`src/timer_pkg.sv`:
```
package timer_pkg;

    // ------------------------------------------------------------------
    // counter and compare values
    // ------------------------------------------------------------------
    localparam logic [15:0] COUNT_PRESET = 16'hFFFC;
    localparam logic [15:0] COUNT_RESET_VALUE = 16'hFFFC;
    localparam logic [15:0] COUNT_MAX = 16'hFFFF;
    localparam logic [15:0] COMPARE_RESET = 16'h8000;
    localparam logic [15:0] CAPTURE_RESET = 16'h0000;

    // ------------------------------------------------------------------
    // timer clock select encodings and prescaler masks
    // ------------------------------------------------------------------
    localparam logic [1:0] CLKSEL_DIV4 = 2'h0;
    localparam logic [1:0] CLKSEL_DIV2 = 2'h1;
    localparam logic [1:0] CLKSEL_DIV8 = 2'h2;
    localparam logic [1:0] CLKSEL_EXT = 2'h3;
    localparam logic [2:0] DIV2_MASK = 3'h1;
    localparam logic [2:0] DIV4_MASK = 3'h3;
    localparam logic [2:0] DIV8_MASK = 3'h7;

    // ------------------------------------------------------------------
    // event flag positions
    // ------------------------------------------------------------------
    localparam int FLAG_CAP1 = 0;
    localparam int FLAG_CAP2 = 1;
    localparam int FLAG_CMP1 = 2;
    localparam int FLAG_CMP2 = 3;
    localparam int FLAG_OVF = 4;
    localparam int FLAG_COUNT = 5;

    // operating mode, gray ordered
    typedef enum logic [1:0] {
        MODE_COMPARE = 2'h0,
        MODE_ONE_PULSE = 2'h1,
        MODE_PWM = 2'h3
    } mode_t;

    // active transition on a synchronised input
    function automatic logic edge_seen(input logic cur, input logic prev, input logic rising);
        edge_seen = rising ? (cur & ~prev) : (~cur & prev);
    endfunction : edge_seen

endpackage : timer_pkg

```
`src/timer_pulse_pwm.sv`:
```
`timescale 1ns/1ps
module timer_pulse_pwm
    import timer_pkg::*;
#(
    parameter int PRESCALE_WIDTH = 3
) (
    input wire logic mclk, // cpu clock
    input wire logic rst_b, // async reset, active low
    input wire logic capture_one_pin, // trigger / capture input one
    input wire logic capture_two_pin, // capture input two
    input wire logic ext_clk_pin, // external timer clock
    input wire logic [1:0] timer_clock_select, // timer clock source
    input wire logic capture_one_edge_select, // 1 rising, 0 falling
    input wire logic capture_two_edge_select, // 1 rising, 0 falling
    input wire logic one_pulse_select, // one-pulse mode
    input wire logic pwm_select, // pwm mode
    input wire logic after_pulse_level, // level after pulse / first match
    input wire logic during_pulse_level, // level during pulse / second match
    input wire logic compare_one_pin_enable, // route waveform to pin
    input wire logic capture_irq_enable, // capture interrupt enable
    input wire logic compare_irq_enable, // compare interrupt enable
    input wire logic overflow_irq_enable, // overflow interrupt enable
    input wire logic global_mask, // cpu interrupt mask
    input wire logic [7:0] write_data, // byte written by software
    input wire logic compare_one_high_write, // write pulse
    input wire logic compare_one_low_write, // write pulse
    input wire logic compare_two_high_write, // write pulse
    input wire logic compare_two_low_write, // write pulse
    input wire logic status_read, // status register read pulse
    input wire logic capture_one_low_access, // capture one low byte access
    input wire logic capture_two_low_access, // capture two low byte access
    input wire logic counter_low_access, // counter low byte access
    input wire logic wait_state, // cpu in wait
    input wire logic halt_state, // cpu in halt
    input wire logic halt_wake_irq, // pulse: halt left by interrupt
    output logic [15:0] counter_value, // free running counter
    output logic [15:0] capture_one_value, // capture register one
    output logic [15:0] capture_two_value, // capture register two
    output logic [15:0] compare_one_value, // compare register one
    output logic [15:0] compare_two_value, // compare register two
    output logic capture_one_flag, // event flag
    output logic capture_two_flag, // event flag
    output logic compare_one_flag, // event flag
    output logic compare_two_flag, // event flag
    output logic overflow_flag, // event flag
    output logic compare_one_pin, // waveform level
    output logic compare_one_pin_oe, // pin driven by timer
    output logic timer_irq, // shared timer interrupt
    output logic wait_wake // wake request from wait
);

    initial begin
        if (PRESCALE_WIDTH < 3) begin
            $error("prescaler too narrow for divide by eight");
        end
    end

    // ------------------------------------------------------------------
    // input synchronisers and prescaler
    // ------------------------------------------------------------------
    logic [2:0] pin_meta, pin_sync, pin_prev;
    logic [PRESCALE_WIDTH-1:0] prescale, next_prescale;
    logic tick;
    logic cap1_edge, cap2_edge;
    mode_t mode;

    // edge detection on second stage only, prescaler stops in halt
    always_comb begin
        cap1_edge = edge_seen(pin_sync[0], pin_prev[0], capture_one_edge_select);
        cap2_edge = edge_seen(pin_sync[1], pin_prev[1], capture_two_edge_select);
        next_prescale = halt_state ? prescale : prescale + 1'b1;
        unique case (timer_clock_select)
            CLKSEL_DIV2: tick = (prescale[2:0] & DIV2_MASK) == DIV2_MASK;
            CLKSEL_DIV4: tick = (prescale[2:0] & DIV4_MASK) == DIV4_MASK;
            CLKSEL_DIV8: tick = (prescale[2:0] & DIV8_MASK) == DIV8_MASK;
            CLKSEL_EXT: tick = pin_sync[2] & ~pin_prev[2];
        endcase
        if (pwm_select) begin
            mode = MODE_PWM;
        end else if (one_pulse_select) begin
            mode = MODE_ONE_PULSE;
        end else begin
            mode = MODE_COMPARE;
        end
    end

    // two flops per pin plus one for the edge detector
    always_ff @(posedge mclk or negedge rst_b) begin
        if (!rst_b) begin
            pin_meta <= 3'h0;
            pin_sync <= 3'h0;
            pin_prev <= 3'h0;
            prescale <= '0;
        end else begin
            pin_meta <= {ext_clk_pin, capture_two_pin, capture_one_pin};
            pin_sync <= pin_meta;
            pin_prev <= pin_sync;
            prescale <= next_prescale;
        end
    end

    // ------------------------------------------------------------------
    // timer core
    // ------------------------------------------------------------------
    logic [15:0] count, next_count;
    logic [15:0] cmp_reg [2];
    logic [15:0] next_cmp_reg [2];
    logic [15:0] shadow [2];
    logic [15:0] next_shadow [2];
    logic [1:0] lock, next_lock;
    logic [15:0] cap_reg [2];
    logic [15:0] next_cap_reg [2];
    logic [1:0] halt_armed, next_halt_armed;
    logic [FLAG_COUNT-1:0] flags, next_flags;
    logic [FLAG_COUNT-1:0] clear_armed, next_clear_armed;
    logic [FLAG_COUNT-1:0] events;
    logic [FLAG_COUNT-1:0] access;
    logic pin, next_pin;
    logic pin_oe;
    logic irq, next_irq;
    logic wake, next_wake;
    logic run, trigger;
    logic [1:0] match;
    logic [1:0] hi_wr, lo_wr;

    always_comb begin
        hi_wr = {compare_two_high_write, compare_one_high_write};
        lo_wr = {compare_two_low_write, compare_one_low_write};
        access = {counter_low_access, lo_wr, capture_two_low_access, capture_one_low_access};
        run = tick & ~halt_state;
        trigger = (mode == MODE_ONE_PULSE) & cap1_edge & ~halt_state;
        next_count = count;
        next_pin = pin;
        next_halt_armed = halt_armed;
        events = '0;
        for (int i = 0; i < 2; i++) begin
            // compare value counts only when unlocked, except in pwm
            match[i] = run && count == shadow[i] && (mode == MODE_PWM || !lock[i]);
            next_cmp_reg[i] = cmp_reg[i];
            next_lock[i] = lock[i];
            next_cap_reg[i] = cap_reg[i];
            if (hi_wr[i]) begin
                next_cmp_reg[i][15:8] = write_data;
                next_lock[i] = 1'b1;
            end
            if (lo_wr[i]) begin
                next_cmp_reg[i][7:0] = write_data;
                next_lock[i] = 1'b0;
            end
        end
        // shadows follow at once outside pwm, at period end in pwm
        for (int i = 0; i < 2; i++) begin
            next_shadow[i] = shadow[i];
            if (!lock[i] && (mode != MODE_PWM || match[1])) begin
                next_shadow[i] = cmp_reg[i];
            end
        end
        if (run) begin
            next_count = count + 16'h0001;
            events[FLAG_OVF] = count == COUNT_MAX;
        end
        // capture inputs; first input gone in pwm, trigger only in one-pulse
        if (halt_state) begin
            next_halt_armed = halt_armed | {cap2_edge, cap1_edge & (mode != MODE_PWM)};
        end else begin
            if (cap1_edge && mode != MODE_PWM) begin
                next_cap_reg[0] = count;
                events[FLAG_CAP1] = 1'b1;
            end
            if (cap2_edge) begin
                next_cap_reg[1] = count;
                events[FLAG_CAP2] = 1'b1;
            end
        end
        if (halt_wake_irq) begin
            for (int i = 0; i < 2; i++) begin
                if (halt_armed[i]) begin
                    next_cap_reg[i] = count;
                    events[i] = 1'b1;
                end
            end
            next_halt_armed = 2'h0;
        end
        unique case (mode)
            MODE_COMPARE: begin
                events[FLAG_CMP1] = match[0];
                events[FLAG_CMP2] = match[1];
                if (match[0]) begin
                    next_pin = after_pulse_level;
                end
            end
            MODE_ONE_PULSE: begin
                events[FLAG_CMP2] = match[1];
                if (trigger) begin
                    next_count = COUNT_PRESET;
                    next_pin = during_pulse_level;
                end else if (match[0]) begin
                    next_pin = after_pulse_level;
                end
            end
            MODE_PWM: begin
                if (match[1]) begin
                    next_count = COUNT_PRESET;
                    next_pin = during_pulse_level;
                    events[FLAG_CAP1] = 1'b1;
                end else if (match[0]) begin
                    next_pin = after_pulse_level;
                end
            end
        endcase
        if (mode != MODE_COMPARE && after_pulse_level == during_pulse_level) begin
            next_pin = after_pulse_level;
        end
        // status read arms the clear, the byte access finishes it, a new event wins
        next_clear_armed = (clear_armed | ({FLAG_COUNT{status_read}} & flags)) & ~access;
        next_flags = (flags & ~(clear_armed & access)) | events;
        next_irq = ~global_mask & (
            (capture_irq_enable & (flags[FLAG_CAP1] | flags[FLAG_CAP2])) |
            (compare_irq_enable & (flags[FLAG_CMP1] | flags[FLAG_CMP2])) |
            (overflow_irq_enable & flags[FLAG_OVF]));
        next_wake = next_irq & wait_state & ~halt_state;
    end

    // core registers
    always_ff @(posedge mclk or negedge rst_b) begin
        if (!rst_b) begin
            count <= COUNT_RESET_VALUE;
            cmp_reg <= '{COMPARE_RESET, COMPARE_RESET};
            shadow <= '{COMPARE_RESET, COMPARE_RESET};
            cap_reg <= '{CAPTURE_RESET, CAPTURE_RESET};
            lock <= 2'h0;
            halt_armed <= 2'h0;
            flags <= '0;
            clear_armed <= '0;
            pin <= 1'b0;
            pin_oe <= 1'b0;
            irq <= 1'b0;
            wake <= 1'b0;
        end else begin
            count <= next_count;
            cmp_reg <= next_cmp_reg;
            shadow <= next_shadow;
            cap_reg <= next_cap_reg;
            lock <= next_lock;
            halt_armed <= next_halt_armed;
            flags <= next_flags;
            clear_armed <= next_clear_armed;
            pin <= next_pin;
            pin_oe <= compare_one_pin_enable;
            irq <= next_irq;
            wake <= next_wake;
        end
    end

    // outputs straight from flops
    assign counter_value = count;
    assign capture_one_value = cap_reg[0];
    assign capture_two_value = cap_reg[1];
    assign compare_one_value = cmp_reg[0];
    assign compare_two_value = cmp_reg[1];
    assign capture_one_flag = flags[FLAG_CAP1];
    assign capture_two_flag = flags[FLAG_CAP2];
    assign compare_one_flag = flags[FLAG_CMP1];
    assign compare_two_flag = flags[FLAG_CMP2];
    assign overflow_flag = flags[FLAG_OVF];
    assign compare_one_pin = pin;
    assign compare_one_pin_oe = pin_oe;
    assign timer_irq = irq;
    assign wait_wake = wake;
endmodule : timer_pulse_pwm

```
`config.mk`:
```
export PLATFORM = sky130hd
export DESIGN_NAME = timer_pulse_pwm
export DESIGN_NICKNAME = d
export VERILOG_FILES = /design/src/timer_pkg.sv /design/src/timer_pulse_pwm.sv
export SDC_FILE = /design/constraint.sdc
export NUM_CORES = 1
export LEC_CHECK = 0
export BUFFER_PORTS_ARGS = -buffer_cell sky130_fd_sc_hd__clkbuf_2
export CAP_MARGIN = 30
export CELL_PAD_IN_SITES_DETAIL_PLACEMENT = 0
export CELL_PAD_IN_SITES_GLOBAL_PLACEMENT = 2
export CORE_MARGIN = 4
export CORE_UTILIZATION = 37
export CTS_BUF_LIST = sky130_fd_sc_hd__clkbuf_16
export DETAILED_ROUTE_END_ITERATION = 12
export HOLD_SLACK_MARGIN = 0.02
export PLACE_DENSITY = 0.8
export REMOVE_ABC_BUFFERS = 1
export SLEW_MARGIN = 20
export SYNTH_ARGS = -nofsm -noshare
export SYNTH_HDL_FRONTEND = slang
export SYNTH_SLANG_ARGS = --single-unit
```
`constraint.sdc`:
```
create_clock -name mclk -period 2.8 [get_ports mclk]
set_input_delay 0.42 -clock mclk [delete_from_list [all_inputs] [get_ports mclk]]
set_output_delay 0.42 -clock mclk [all_outputs]
set_load 0.02 [all_outputs]
```
==> results.yml <==
status:
  status: "completed"
clocking:
  cts_root_buf: "clkbuf_16"
  tritoncts: "built"
  cts-htree-levels: 4
  cts.repair.resized: 0
  tritoncts_num_sinks: 142
  numCtsBuffers: 17
  clockBufferDepth: 2
  clk_latency_ps: 420
  clk_pin_slew_worst_paths_ps: 60
synthesis:
  synth_warnings: 0
  synth_flop_cell: "dfrtp_1"
  post_synth_instance_area_mm2: 0.00609
  count_of_flip_flops_with_a_built_in_enable_after_synthesis: 0
  synth.ff_latch_count: 142
  fraction_of_registers_with_async_set_or_reset_after_synthesis_pct: 100
  syn_inst: 458
  yosysUniqueCellTypes: 44
  sequential_area_share_after_synthesis_pct: 58.7
  synthesis.area_per_instance_um2: 13.3
layout:
  synthToLayoutAreaGrowth_pct: 23.6
  layout.nets: 626
  diodes: 0
  final_cell_mix: "dfrtp_1, clkbuf_2, mux2_2"
  layout-drive-gt1-share_pct: 47.9
  post_route_insts_no_fill: 815
  layout.filler_cells: 1538
  postLayoutCellArea_mm2: 0.00753
detailed_routing:
  drcViolationCount: 0
  finalWirelength_mm: 14.3
  route.vias.total: 3999
  dr.pass1.iters: 4
  detail-route-antenna-nets: 0
  drt-vias-per-instance: 4.91
  drt_first_iter_violations: 241
  post_drt_wl_per_cell_um: 17.6
sta:
  fmax_ghz: 0.391
  slew-limit-headroom_pct: 50.2
  finalHoldViolCount: 0
  setup-violations-final: 0
  final.setup_skew_ps: 7.01
  report.final.slew_viol_count: 0
  timing.setup.tns_ps: 0
  min_period_over_period_pct: 91.5
  worst_pin_slew_ps: 745
  grt_setup_unrepaired: "no"
  fin_crit_ps: 2560
floorplan:
  floorplan.die_area_mm2: 0.0186
  floorplan.die.height_um: 136
  start_util_pct: 38.1
  design.core.area_mm2: 0.0160
  num_ports: 126
  die_width_um: 136
  core.rowCount: 46
critical_path:
  critPathMaxStageDelay_ps: 620
  crit_path_end: "shadow[13]"
  ff2ff_setup_slack_ps: 240
  worstRegToRegCells: 6
  worst-setup-path-type: "reg2reg"
  worstSetupStartpoint: "counter_value[8]"
  crit_path_required_time_ps: 3100
  timing.critical_path.from_type: "register"
  worstPathMaxFanout: 16
  path_cells: "xor2_1, nor4_1, and4b_4, a21oi_4, nor2_4, mux2_2"
  r2r_start: "counter_value[8]"
  reg2reg_to: "shadow[13]"
  crit_path_end_kind: "register"
  critical_path.slowest_cell: "dfstp_2"
  critPathArrivalTime_ps: 2860
global_route:
  first_global_vias: 4305
  grtUsageTotal_pct: 16.7
  grt_first_pass_wirelength_mm: 23.4
  antenna_found_initial: 0
  grt_start_max_net_pins: 60
  global_route.overflow_total: 0
placed_design:
  placed_area_mm2: 0.00695
  dp_cells: 782
  globalplace.congestion: 0.806
  placement.io_buffers: 125
  place_hpwl_mm: 10.6
power_and_ir_drop:
  total_leakage_power_uw: 0.00344
  peakVddDrop_mv: 0.458
  powerDensity_mw_per_mm2: 970
job:
  drv_cap: 0
min_path:
  hold_path.class: "in2reg"
-- worst min path at each step --
| stage | slack, ps | endpoint | startpoint | cells past startpoint |
|---|---|---|---|---|
| after detailed placement | 340 | pin_sync[1] | pin_meta[1] | 0 |
| after floorplan | 120 | capture_one_value[0] | rst_b | 0 |
| after CTS | 80 | pin_meta[1] | capture_two_pin | 1 |
| after global routing | 80 | pin_meta[1] | capture_two_pin | 1 |
| final | 100 | pin_meta[1] | capture_two_pin | 1 |
| after global placement | 330 | pin_sync[2] | pin_meta[2] | 0 |
-- metrics by stage --
step	power (µW)	util [%]	worst slack, ps	hold slack, ps
2_1_floorplan	4330	-	574	124
3_3_place_gp	5140	43.4	279	333
3_5_place_dp	5210	43.4	181	340
4_1_cts	7410	47.1	182	77.3
5_1_grt	7730	47.1	26.5	84.3
6_report	7300	47.1	239	103
-- per-layer routing --
metal / vias to the layer above / routed length (µm) / global-route usage (%)
met3: 24 / 720 / 4.00
met5: - / 0 / 0
met1: 2023 / 6520 / 21.8
li1: 1835 / - / -
met4: 0 / 319 / 7.73
met2: 117 / 6790 / 26.3
-- cell type report --
type                            count  area [µm²]  share of cell area (%)
Sequential cell                   142        3580                    47.5
Multi-Input combinational cell    280        2340                    31.1
Timing Repair Buffer              137         737                    9.79
Clock buffer                       17         425                    5.65
Tap cell                          216         270                    3.59
Clock inverter                     15         150                    1.99
Inverter                            8        30.0                   0.399
-- report_power, final --
part           internal (µW)  leakage, µW  switching, µW
Clock                   1300     0.000270            867
Sequential              2600      0.00167            459
Combinational            934      0.00149           1140
Total                   4840      0.00344           2460
-- worst max-delay path, delay by kind of cell, from the launching register on --
kind | cells | cell delay, ps
flip-flops | 1 | 620
multiplexers | 1 | 400
XOR/XNOR | 1 | 90
AO/OA/AOI/OAI | 1 | 90
AND/OR/NAND/NOR | 3 | 1240
-- flip-flops by register name, summed over array words and instances (netlist names), 3 cells and up --
register	count
capture_two_value	16
counter_value	16
shadow	32
pin_meta	3
flags	5
pin_prev	3
prescale	3
capture_one_value	16
pin_sync	3
compare_one_value	16
clear_armed	5
compare_two_value	16
-- cells by family (layout without fill, tap and decap cells) --
| logic type | Yosys count | after routing | share of synthesized area, % |
|---|---|---|---|
| flops | 142 | 142 | 58.7 |
| simple gates | 100 | 100 | 8.36 |
| mux | 96 | 96 | 19.1 |
| xor+xnor | 48 | 48 | 6.90 |
| buf+inv | 36 | 177 | 2.96 |
| compound gates | 33 | 33 | 3.37 |
| fa+ha+maj | 3 | 3 | 0.616 |
-- synth_stat cells (all sizes together), types with 2 or more instances --
cell type,instances,area share [%]
dfrtp,124,51
mux2,94,19
xnor2,37,5.3
nand2,36,2.2
nor2,21,1.5
clkbuf,18,1.1
dfstp,18,7.8
a21oi,14,1.3
xor2,11,1.6
buf,10,1.4
nand4,9,0.92
inv,8,0.49
nor3,8,0.74
o21ai,8,0.66
nand3,6,0.49
nor2b,4,0.41
a31oi,3,0.31
and2,3,0.31
and3,3,0.31
ha,3,0.62
a211oi,2,0.25
and3b,2,0.29
nand4b,2,0.29
-- what timing repair did --
item | CTS | global route
hold buffers | 1 | 0
endpoints found under the hold margin | 51 | 0
buffers inserted | 0 | 0
(Power assumes the default switching activity.)
